[config.mk]
export PLATFORM = sky130hd
export DESIGN_NAME = flxa_access_top
export DESIGN_NICKNAME = d
export VERILOG_FILES = /design/src/rtl/flxa_id_rom.v /design/src/rtl/flxa_access_top.v
export VERILOG_INCLUDE_DIRS = /design/src /design/src/shared
export SDC_FILE = /design/constraint.sdc
export NUM_CORES = 1
export LEC_CHECK = 0
export BUFFER_PORTS_ARGS = -buffer_cell sky130_fd_sc_hd__buf_2
export CORE_MARGIN = 3
export CORE_UTILIZATION = 50
export DETAILED_ROUTE_END_ITERATION = 8
export HOLD_SLACK_MARGIN = 0.08
export PLACE_DENSITY = 0.86
export SYNTH_ARGS = -nofsm -noshare
export SYNTH_HDL_FRONTEND = slang
export SYNTH_SLANG_ARGS = --single-unit
export TNS_END_PERCENT = 1
[constraint.sdc]
create_clock -name i_core_clk -period 3.3 [get_ports i_core_clk]
set_input_delay 0.33 -clock i_core_clk [delete_from_list [all_inputs] [get_ports i_core_clk]]
set_output_delay 0.33 -clock i_core_clk [all_outputs]
set_load 0.01 [all_outputs]
[src/shared/flxa_defines.vh]
`ifndef FLXA_DEFINES_VH
`define FLXA_DEFINES_VH

// ============================================================
// register byte addresses on the APB
`define FLXA_ADDR_ACCESS_CTRL   32'h007FC090
`define FLXA_ADDR_STARTUP_MON   32'h007FC0B0
`define FLXA_ADDR_COMMAND       32'h007FC0C0
`define FLXA_ADDR_START_ADDR    32'h007FC0C4
`define FLXA_ADDR_END_ADDR      32'h007FC0C8
`define FLXA_ADDR_STATUS        32'h007FC0CC
`define FLXA_ADDR_READ_BUF      32'h007FC0D0

// ============================================================
// field positions
`define FLXA_ACC_EN_BIT         0
`define FLXA_CMD_MSB            3
`define FLXA_CMD_LSB            0
`define FLXA_DRC_BIT            4
`define FLXA_ST_READY_BIT       0
`define FLXA_ST_READ_DATA_READY_FLAG_BIT       1
`define FLXA_ST_ERR_BIT         2

// ============================================================
// command codes
`define FLXA_CMD_PROGRAM        4'h1
`define FLXA_CMD_BLANK_CHECK    4'h3
`define FLXA_CMD_BLOCK_ERASE    4'h4
`define FLXA_CMD_UID_READ       4'h5
`define FLXA_CMD_SET_WINDOW     4'h6
`define FLXA_CMD_STARTUP_PROG   4'h7

// ============================================================
// extra-area identifier range and reset values
`define FLXA_UID_FIRST          16'h0850
`define FLXA_UID_LAST           16'h086F
`define FLXA_UID_STEP           16'h0004
`define FLXA_RST_ACCESS_CTRL    1'h0
`define FLXA_RST_ADDR           16'h0000

`endif

[src/rtl/flxa_id_rom.v]
`timescale 1ns/1ns
`default_nettype none

// ============================================================
// per-chip identifier store: 8 words of 4 bytes, no write path
module flxa_id_rom #(
    // arbitrary neutral value; the real part takes it from fuses
    parameter [255:0] ID_VALUE = 256'h1F1E1D1C1B1A191817161514131211100F0E0D0C0B0A09080706050403020100
) (
    input  wire        i_core_clk,
    input  wire [2:0]  i_word,
    output reg  [31:0] o_data
);
    wire [31:0] words [0:7];

    genvar w;
    generate
        for (w = 0; w < 8; w = w + 1) begin : g_word
            // byte n sits at 0850h+n, so word w holds bytes 4w..4w+3, lowest byte in the low lane
            assign words[w] = ID_VALUE[32*w +: 32];
        end
    endgenerate

    always @(posedge i_core_clk) begin
        o_data <= words[i_word];
    end
endmodule // flxa_id_rom

`default_nettype wire

[src/rtl/flxa_access_top.v]
// Summary of operation
// - enable bit zero gates extra-area access
// - bits seven to one read zero
// - enable governs identifier read, window setting and startup programming
// - 32-byte identifier at 0850h to 086Fh
// - software cannot program or erase identifier
// - sequencer accepts six listed commands
// - control register 8-bit, 2-3 cycles
// - monitor register 16-bit, 2-3 cycles
// - identifier read walks start to end
// - reissue with completion 0 adds 4
// - data-ready rises on load, clears on completion
// - upper half high buffer, lower half low
`timescale 1ns/1ns
`default_nettype none
`include "flxa_defines.vh"

module flxa_access_top (
    input  wire        i_core_clk,
    input  wire        i_rst,
    input  wire        i_psel,
    input  wire        i_penable,
    input  wire        i_pwrite,
    input  wire [31:0] i_paddr,
    input  wire [31:0] i_pwdata,
    input  wire [15:0] i_startup_setting,
    input  wire        i_array_done,
    output wire        o_pready,
    output reg  [31:0] o_prdata,
    output wire        o_pslverr,
    output reg         o_array_req,
    output reg  [3:0]  o_array_cmd,
    output reg  [15:0] o_array_start,
    output reg  [15:0] o_array_end
);
    // ============================================================
    // states
    localparam [2:0] ST_IDLE  = 3'h0;
    localparam [2:0] ST_FETCH = 3'h1;
    localparam [2:0] ST_LOAD  = 3'h2;
    localparam [2:0] ST_HOLD  = 3'h3;
    localparam [2:0] ST_ARRAY = 3'h4;

    reg        access_enable;
    reg [15:0] startup_monitor;
    reg [3:0]  command;
    reg        read_completion_bit;
    reg [15:0] start_address_high;
    reg [15:0] start_address_low;
    reg [15:0] end_address_high;
    reg [15:0] end_address_low;
    reg [15:0] read_buffer_high;
    reg [15:0] read_buffer_low;
    reg        read_data_ready_flag;
    reg        cmd_error;
    reg [2:0]  state;
    reg [15:0] seq_addr;
    reg [15:0] next_seq_addr;
    reg        in_read_cycle;

    wire [31:0] rom_data;

    // ============================================================
    // bus decode
    wire access_phase = i_psel & i_penable;
    wire hit_ctrl  = (i_paddr == `FLXA_ADDR_ACCESS_CTRL);
    wire hit_mon   = (i_paddr == `FLXA_ADDR_STARTUP_MON);
    wire hit_cmd   = (i_paddr == `FLXA_ADDR_COMMAND);
    wire hit_start = (i_paddr == `FLXA_ADDR_START_ADDR);
    wire hit_end   = (i_paddr == `FLXA_ADDR_END_ADDR);
    wire hit_stat  = (i_paddr == `FLXA_ADDR_STATUS);
    wire hit_buf   = (i_paddr == `FLXA_ADDR_READ_BUF);
    wire hit_any   = hit_ctrl | hit_mon | hit_cmd | hit_start | hit_end | hit_stat | hit_buf;
    // read-only registers refuse writes with an error, as do holes
    wire bad_write = i_pwrite & (hit_mon | hit_stat | hit_buf);

    assign o_pready  = 1'b1;
    assign o_pslverr = access_phase & (~hit_any | bad_write);

    wire wr_ok  = access_phase & i_pwrite & hit_any & ~bad_write;
    wire cmd_wr = wr_ok & hit_cmd;
    wire seq_ready = (state == ST_IDLE) | (state == ST_HOLD);

    // ============================================================
    // command classification
    wire [3:0] wr_cmd = i_pwdata[`FLXA_CMD_MSB:`FLXA_CMD_LSB];
    wire       wr_drc = i_pwdata[`FLXA_DRC_BIT];
    wire is_uid    = (wr_cmd == `FLXA_CMD_UID_READ);
    wire is_extra  = (wr_cmd == `FLXA_CMD_SET_WINDOW) | (wr_cmd == `FLXA_CMD_STARTUP_PROG);
    wire is_modify = (wr_cmd == `FLXA_CMD_PROGRAM) | (wr_cmd == `FLXA_CMD_BLOCK_ERASE);
    wire is_blank  = (wr_cmd == `FLXA_CMD_BLANK_CHECK);
    wire is_known  = is_uid | is_extra | is_modify | is_blank;
    // no modify may touch the identifier range
    wire hits_uid  = (start_address_low <= `FLXA_UID_LAST) & (end_address_low >= `FLXA_UID_FIRST)
                     & (start_address_high == 16'h0000);
    wire uid_range_ok = (start_address_high == 16'h0000) & (end_address_high == 16'h0000)
                        & (start_address_low >= `FLXA_UID_FIRST) & (end_address_low <= `FLXA_UID_LAST);
    // extra-area operations need the enable bit
    wire refuse = ~is_known
                  | ((is_uid | is_extra) & ~access_enable)
                  | (is_modify & hits_uid)
                  | (is_uid & ~wr_drc & ~in_read_cycle & ~uid_range_ok);
    // a command written while a fetch or array job runs is dropped
    wire accept = cmd_wr & seq_ready & (wr_cmd != 4'h0);

    // next word on a reissue, first word otherwise
    always @* begin
        if (in_read_cycle) begin
            next_seq_addr = seq_addr + `FLXA_UID_STEP;
        end else begin
            next_seq_addr = start_address_low;
        end
    end
    wire past_end = (next_seq_addr > end_address_low);

    // ============================================================
    // register writes
    always @(posedge i_core_clk) begin
        if (i_rst) begin
            access_enable      <= `FLXA_RST_ACCESS_CTRL;
            start_address_high <= `FLXA_RST_ADDR;
            start_address_low  <= `FLXA_RST_ADDR;
            end_address_high   <= `FLXA_RST_ADDR;
            end_address_low    <= `FLXA_RST_ADDR;
            startup_monitor    <= 16'h0000;
        end else begin
            startup_monitor <= i_startup_setting;
            if (wr_ok & hit_ctrl) begin
                access_enable <= i_pwdata[`FLXA_ACC_EN_BIT];
            end
            if (wr_ok & hit_start & seq_ready) begin
                start_address_low  <= i_pwdata[15:0];
                start_address_high <= i_pwdata[31:16];
            end
            if (wr_ok & hit_end & seq_ready) begin
                end_address_low  <= i_pwdata[15:0];
                end_address_high <= i_pwdata[31:16];
            end
        end
    end

    // ============================================================
    // sequencer
    always @(posedge i_core_clk) begin
        if (i_rst) begin
            state                <= ST_IDLE;
            command              <= 4'h0;
            read_completion_bit  <= 1'b0;
            seq_addr             <= `FLXA_RST_ADDR;
            in_read_cycle        <= 1'b0;
            read_data_ready_flag <= 1'b0;
            read_buffer_high     <= 16'h0000;
            read_buffer_low      <= 16'h0000;
            cmd_error            <= 1'b0;
            o_array_req          <= 1'b0;
            o_array_cmd          <= 4'h0;
            o_array_start        <= 16'h0000;
            o_array_end          <= 16'h0000;
        end else begin
            o_array_req <= 1'b0;
            case (state)
                ST_IDLE, ST_HOLD: begin
                    if (accept) begin
                        command             <= wr_cmd;
                        read_completion_bit <= wr_drc;
                        // error is cleared by the next accepted command, set by a refused one
                        cmd_error           <= refuse;
                        if (!refuse && is_uid) begin
                            if (wr_drc) begin
                                read_data_ready_flag <= 1'b0;
                                in_read_cycle        <= 1'b0;
                                state                <= ST_IDLE;
                            end else if (past_end) begin
                                // range exhausted: ready again, no new data
                                read_data_ready_flag <= 1'b0;
                                state                <= ST_HOLD;
                            end else begin
                                seq_addr             <= next_seq_addr;
                                in_read_cycle        <= 1'b1;
                                read_data_ready_flag <= 1'b0;
                                state                <= ST_FETCH;
                            end
                        end else if (!refuse) begin
                            o_array_req   <= 1'b1;
                            o_array_cmd   <= wr_cmd;
                            o_array_start <= start_address_low;
                            o_array_end   <= end_address_low;
                            state         <= ST_ARRAY;
                        end
                    end
                end
                ST_FETCH: begin
                    state <= ST_LOAD;
                end
                ST_LOAD: begin
                    // upper two bytes high, lower two bytes low
                    read_buffer_high     <= rom_data[31:16];
                    read_buffer_low      <= rom_data[15:0];
                    read_data_ready_flag <= 1'b1;
                    state                <= ST_HOLD;
                end
                ST_ARRAY: begin
                    if (i_array_done) begin
                        state <= ST_IDLE;
                    end
                end
                default: begin
                    state <= ST_IDLE;
                end
            endcase
        end
    end

    // ============================================================
    // identifier store
    wire [15:0] rom_offset = seq_addr - `FLXA_UID_FIRST;

    // bytes reachable only through the read command
    flxa_id_rom u_id_rom (
        .i_core_clk (i_core_clk),
        .i_word     (rom_offset[4:2]),
        .o_data     (rom_data)
    );

    // ============================================================
    // read mux, registered in the setup cycle
    always @(posedge i_core_clk) begin
        if (i_rst) begin
            o_prdata <= 32'h00000000;
        end else if (i_psel & ~i_penable & ~i_pwrite) begin
            o_prdata <= 32'h00000000;
            if (hit_ctrl) begin
                o_prdata[`FLXA_ACC_EN_BIT] <= access_enable;
            end
            if (hit_mon) begin
                o_prdata[15:0] <= startup_monitor;
            end
            if (hit_cmd) begin
                o_prdata[`FLXA_CMD_MSB:`FLXA_CMD_LSB] <= command;
                o_prdata[`FLXA_DRC_BIT]               <= read_completion_bit;
            end
            if (hit_start) begin
                o_prdata <= {start_address_high, start_address_low};
            end
            if (hit_end) begin
                o_prdata <= {end_address_high, end_address_low};
            end
            if (hit_stat) begin
                o_prdata[`FLXA_ST_READY_BIT] <= seq_ready;
                o_prdata[`FLXA_ST_READ_DATA_READY_FLAG_BIT] <= read_data_ready_flag;
                o_prdata[`FLXA_ST_ERR_BIT]   <= cmd_error;
            end
            if (hit_buf) begin
                o_prdata <= {read_buffer_high, read_buffer_low};
            end
        end
    end
endmodule // flxa_access_top

`default_nettype wire

# Word-level counts from Yosys, hierarchy flattened
# Memories as Yosys holds them, arrays and structs flattened. A register that Yosys moved wholly into a read port is not among the register bits.
# Index checks and enable logic that the tools add are counted.
[word_totals]
reg_bits = 209
romBits = 256
memories = 1
elab_cells = 145
mem_bits_rw = 0
out_inout_bits = 71
latchBits = 0
[mem_list]
columns = ["memory", "depth", "word_bits", "read_ports", "rd_clocked_by_memory_dff", "write_ports", "line", "source"]
rows = [
  ["(no name shown)", 8, 32, 1, 1, 0, "flxa_id_rom.v:25", "o_data <= words[i_word];"],
]
[op_classes]
order_cmp = 5
bitwise_logic = 59
addsub = 2
mul = 0
n_reduce_logical = 15
eq_ne = 22
n_div = 0
mux = 21
n_shift = 0
[op_table]
columns = ["cell", "count"]
rows = [
  ["$eq 32x23->1 const B", 7],
  ["$mux 32", 3],
  ["$ge 16x12->1 const B", 2],
  ["$le 16x12->1 const B", 2],
  ["$logic_not 16->1", 2],
  ["$mux 16", 2],
  ["$and 1x1->1", 26],
  ["$or 1x1->1", 18],
  ["$add 16x3->16 const B", 1],
  ["$eq 4x3->1 const B", 4],
  ["$gt 16x16->1", 1],
  ["$mux 3", 5],
  ["$not 1->1", 14],
  ["$pmux 3 s4", 1],
  ["$ne 2x2->1 const B", 4],
  ["$reduce_and 4->1", 2],
  ["$eq 3x2->1 const B", 2],
  ["$mux 1", 6],
  ["$reduce_and 3->1", 2],
  ["$mux 5", 1],
  ["$reduce_and 5->1", 1],
  ["$sub 5x5->5 const B", 1],
  ["$eq 4x1->1 const B", 1],
  ["$eq 4x2->1 const B", 1],
  ["14 further kinds", 15],
]

# Logic depth before layout (Yosys ltp)
[depth]
ltp_word = 14
ltp_mapped = 13

# By module
# A second synthesis with hierarchy kept.
[unflattened]
hier_cells = 1242
area_unflattened_um2 = 10003.3
[by_module_without_submodules]
columns = ["mod", "cells_per_inst", "n_inst", "area_per_inst_um2"]
rows = [
  ["flxa_access_top", 1208, 1, 9718.1],
  ["flxa_id_rom", 34, 1, 285.3],
]

# Worst setup path before layout
# No wires, ideal clock.
[synth_timing]
path_kind = "register to register"
startpoint = "register seq_addr[5]"
endpoint = "register seq_addr[0]"
t_required_ns = 3.179
stages_incl_launch_ff = 13
n_path_buf = 0
setup_slack_ns = -0.086
period_less_slack_ns = 3.386
t_arrival_ns = 3.266
setup_ns = 0.121
path_cell_list = "dfxtp_1 > and4_1 > nand4_1 > nor3_1 > xnor2_1 > a21oi_1 > ha_1 > and3_1 > and3_1 > a221oi_1 > a31oi_1 > nor4_4 > mux2_2"
[synth_via]
elab_chain_cells = 5
[synth_lines]
columns = ["element", "line", "source"]
rows = [
  ["start: declaration", "flxa_access_top.v:57", "reg [15:0] seq_addr;"],
  ["start signal: assignment", "flxa_access_top.v:149", "seq_addr <= `FLXA_RST_ADDR;"],
  ["start signal: assignment", "flxa_access_top.v:178", "seq_addr <= next_seq_addr;"],
  ["$add 16x3->16 (no source line)", "-", ""],
  ["$mux 16", "flxa_access_top.v:108", "if (in_read_cycle) begin"],
  ["named net next_seq_addr[15]", "flxa_access_top.v:58", "reg [15:0] next_seq_addr;"],
  ["$gt 16x16->1", "flxa_access_top.v:114", "wire past_end = (next_seq_addr > end_address_low);"],
  ["$not 1->1 (no source line)", "-", ""],
  ["$reduce_and 5->1 (no source line)", "-", ""],
]
# The timed path passes the listed nets, and every way through them passes these cells.
# A chain may end at the register's enable or synchronous reset.

# Worst setup path in the final report
[layout_timing]
startpoint = "register seq_addr[5]"
endpoint = "register seq_addr[14]"
[layout_via]
elab_chain_cells = 5
[layout_lines]
columns = ["element", "line"]
rows = [
  ["$add 16x3->16 (no source line) (*)", "-"],
  ["$mux 16 (*)", "flxa_access_top.v:108"],
  ["named net next_seq_addr[14]", "flxa_access_top.v:58"],
  ["$gt 16x16->1", "flxa_access_top.v:114"],
  ["$not 1->1 (no source line)", "-"],
  ["$reduce_and 5->1 (no source line)", "-"],
]
# The timed path passes the listed nets; every way through them passes the cells marked *.

==> impl_metrics.env <==
export IMPL_run_status="finished clean"
export IMPL_synth_most_common_cell="nand2_1"
export IMPL_count_of_final_max_slew_check_failures=0
export IMPL_fmax_mhz=312
export IMPL_hold_violations=0
export IMPL_max_stage_delay_ns=0.35
export IMPL_ctsHtreeMaxLevel=4
export IMPL_post_synth_and_or_nand_nor_area_fraction_pct=23.2
export IMPL_instances_no_fill=1366
export IMPL_number_of_routed_nets_with_antenna_violations=0
export IMPL_seqPwrFrac_pct=50.9
export IMPL_placed_cells_incl_taps=1325
export IMPL_clkSinkCount=184
export IMPL_gp_congestion=0.931
export IMPL_power_combinational_fraction_pct=3.9
export IMPL_rsz0062_at_grt="true"
export IMPL_fin_crit_ns=3.21
export IMPL_cell_variety_after_synth=64
export IMPL_root_buffer="clkbuf_16"
export IMPL_hold_path_class="input port to register"
export IMPL_post_synth_cell_area_avg_sq_um=8.40
export IMPL_initial_antenna_violation_count=1
export IMPL_yosys_top_cells_area="dfxtp_1, nand2_1, mux2i_1"
export IMPL_worstPathArrival_ns=3.53
export IMPL_asyncSetResetFlopFracSynth_pct=0
export IMPL_criticalPathCategory="register to register"
export IMPL_clock_power_share_pct=45.3
export IMPL_p_per_area_mw_per_mm2=436
export IMPL_final_core_util_pct=63.3
export IMPL_first_pass_grt_wire_length_um=39400
export IMPL_period_share_pct=97.2
export IMPL_static_leakage_nw=4.11
export IMPL_mappedNetlistNets=1076
export IMPL_critical_path_startpoint_type="register"
export IMPL_setup_violations_final=0
export IMPL_synth_top_family_by_area="simple AND/OR/NAND/NOR gates"
export IMPL_regArea_sq_mm=0.00369
export IMPL_start_util_pct=51.3
export IMPL_hold_path_startpoint="i_startup_setting[0]"
export IMPL_synth_top_area_share_pct=45.1
export IMPL_viasPerCell=5.84
export IMPL_r2r_start="seq_addr[5]"
export IMPL_dieHeight_um=134
export IMPL_port_buffers=155
export IMPL_remaining_drc_errors=0
export IMPL_totalWireLength_um=25300
export IMPL_die_w_um=134
export IMPL_critPathSlowestCell="dfxtp_2"
export IMPL_final_setup_skew_ns=0.00917
export IMPL_mappedNetlistArea_sq_mm=0.00817
export IMPL_grt_pass1_vias=7347
export IMPL_drt_wirelength_per_cell_um=18.5
export IMPL_worstPathMaxFanout=4
export IMPL_fill_cells=1334
export IMPL_worst_slew_slack_as_a_fraction_of_its_limit_pct=10.6
export IMPL_clk_transition_reported_paths_ns=0.07
export IMPL_power_switching_share_pct=22.3
export IMPL_cts_made_buffers=17
export IMPL_yosysWarningCount=0
export IMPL_ys_top_cells_by_count="nand2_1, dfxtp_1, a21oi_1, nor2_1, mux2i_1"
export IMPL_ir_worst_vdd_uv=422
export IMPL_muxShareOfSynthArea_pct=7.79
export IMPL_cts_tree="done"
export IMPL_synth_compound_area_share_pct=15.6
export IMPL_grt_overflow_total=0
export IMPL_worst_pin_slew_ns=1.33
export IMPL_core_rowCount=46
export IMPL_synthAdderAreaFrac_pct=2.73
export IMPL_netlist_top_cell_by_area="dfxtp_1"
export IMPL_synth_edff_count=0
export IMPL_area_growth_synth_to_final_pct=23.4
export IMPL_yosysSeqAreaShare_pct=45.1
export IMPL_dr_pass1_iters=7
export IMPL_route_vias_total=7980
export IMPL_nNetsFinal=1240
export IMPL_pin_count_of_the_biggest_net_entering_global_routing=58
export IMPL_power_net_switching_mw=0.981
export IMPL_synth_main_ff_cell="dfxtp_1"
export IMPL_multiInputGateArea_sq_mm=0.00428
export IMPL_grt_total_usage_pct=27.6
export IMPL_critical_path_required_ns=3.62
export IMPL_core_sq_mm=0.0159
export IMPL_flops_latches_synth=184
export IMPL_layout_drive_gt1_share_pct=23.7
export IMPL_max_clock_path_buffers=2
export IMPL_io_pins=157
export IMPL_max_cap_violations=0
export IMPL_power_internal_mw=3.41
export IMPL_gate_count_after_technology_mapping=973
export IMPL_die_outline_area_sq_mm=0.0179
export IMPL_critPathLaunch="seq_addr[5]"
export IMPL_timing_critical_path_cells="and4_4, nand4_1, buf_4, nor4_4, a31oi_4, nand2_2, ha_4, and3_4, and3_4, a221oi_4, a31oi_2, nor4_4, buf_4, mux2_4"
export IMPL_place_hpwl_um=17600
export IMPL_worst_skew_pair_later_pin_latency_ns=0.43
export IMPL_synth_xor_area_share_pct=1.29
export IMPL_dr_first_iter_drc_count=809
export IMPL_critPathCaptureType="register"
==> logic make-up (layout without fill, tap and decap cells) <==
family,Yosys count,after routing
adders and majority gates,18,18
AOI/OAI and AO/OA,202,202
xor gates and xnor gates,12,12
other,1,2
muxes,62,62
buffers and inverters,89,265
DFF,184,184
and+or+nand+nor,405,405
==> worst paths after layout <==
path | end | slack, ns | depth (start not counted)
max | seq_addr[14] | 0.09 | 14
min | startup_monitor[0] | 0.11 | 2
max reg2reg | seq_addr[14] | 0.09 | 14
min reg2reg | u_id_rom.o_data[27] | 0.41 | 0
==> power groups by stage <==
| stage | Combinational (mW) | Sequential [mW] | Clock (mW) |
|---|---|---|---|
| 6_report | 0.170 | 2.23 | 1.99 |
| 5_1_grt | 0.184 | 2.23 | 2.09 |
| 4_1_cts | 0.166 | 2.23 | 2.00 |
| 3_5_place_dp | 0.165 | 2.29 | 0 |
| 3_3_place_gp | 0.164 | 2.28 | 0 |
| 2_1_floorplan | 0.0771 | 2.28 | 0 |
==> layer usage <==
layer / up-vias / share of wire [%] / GRT usage, %
li1: 3744 / - / -
met4: 0 / 3.4 / 11.5
met3: 76 / 9.6 / 5.51
met5: - / 0 / 0
met1: 3717 / 41 / 37.1
met2: 443 / 46 / 43.7
==> layout make-up <==
type	count	share of cell area, %
clock buffer	22	4.80
tap	216	2.68
antenna	1	0.0248
clock inverter	9	0.918
inverter	28	1.04
sequential	184	36.6
multi-input combinational	700	42.4
timing repair buffer	206	11.5
==> flip-flops by register name, indices dropped and copies added (netlist names) <==
name	cells
startup_monitor	16
command	4
start_address_low	16
end_address_high	16
in_read_cycle	1
o_array_req	1
start_address_high	16
read_data_ready_flag	1
o_array_cmd	4
access_enable	1
u_id_rom.o_data	3
state	3
read_buffer_high	4
o_array_start	16
o_array_end	16
end_address_low	16
seq_addr	16
o_prdata	32
cmd_error	1
read_completion_bit	1
==> metrics by stage <==
stage	power (mW)	area, sq um	setup slack, ns	hold slack (ns)	setup TNS, ns
after CTS	4.40	10000	0.0128	0.101	0
after floorplan	2.36	8170	0.0533	0.376	0
after global routing	4.50	10100	-0.0973	0.119	-0.609
after global placement	2.45	9320	0.0397	0.381	0
after detailed placement	2.45	9320	-0.0476	0.395	-0.256
final	4.39	10100	0.0912	0.108	0
==> layout by cell type, fill, tap and decap left out, drive strengths merged, types with 22 or more instances in the layout <==
cell type / n
mux2i: 58
nor4: 22
buf: 206
inv: 29
nor2: 75
dfxtp: 184
o21ai: 23
a21oi: 105
nand2: 210
clkbuf: 22
nor2b: 23
==> critical path, delay by kind of cell, from the launching register on <==
kind / cells / cell delay, ns
flip-flops: 1 / 0.35
multiplexers: 1 / 0.30
AO/OA/AOI/OAI: 3 / 0.48
buffers and inverters: 2 / 0.43
AND/OR/NAND/NOR: 7 / 1.32
adder cells (fa/ha/maj): 1 / 0.21
==> timing repair <==
action,4_1_cts,5_1_grt
hold buffers,0,0
pin swaps,8,9
resized for setup,18,8
buffers inserted,6,3
setup endpoints to repair,11,17
Note: power is estimated with default switching activity, not from simulation.
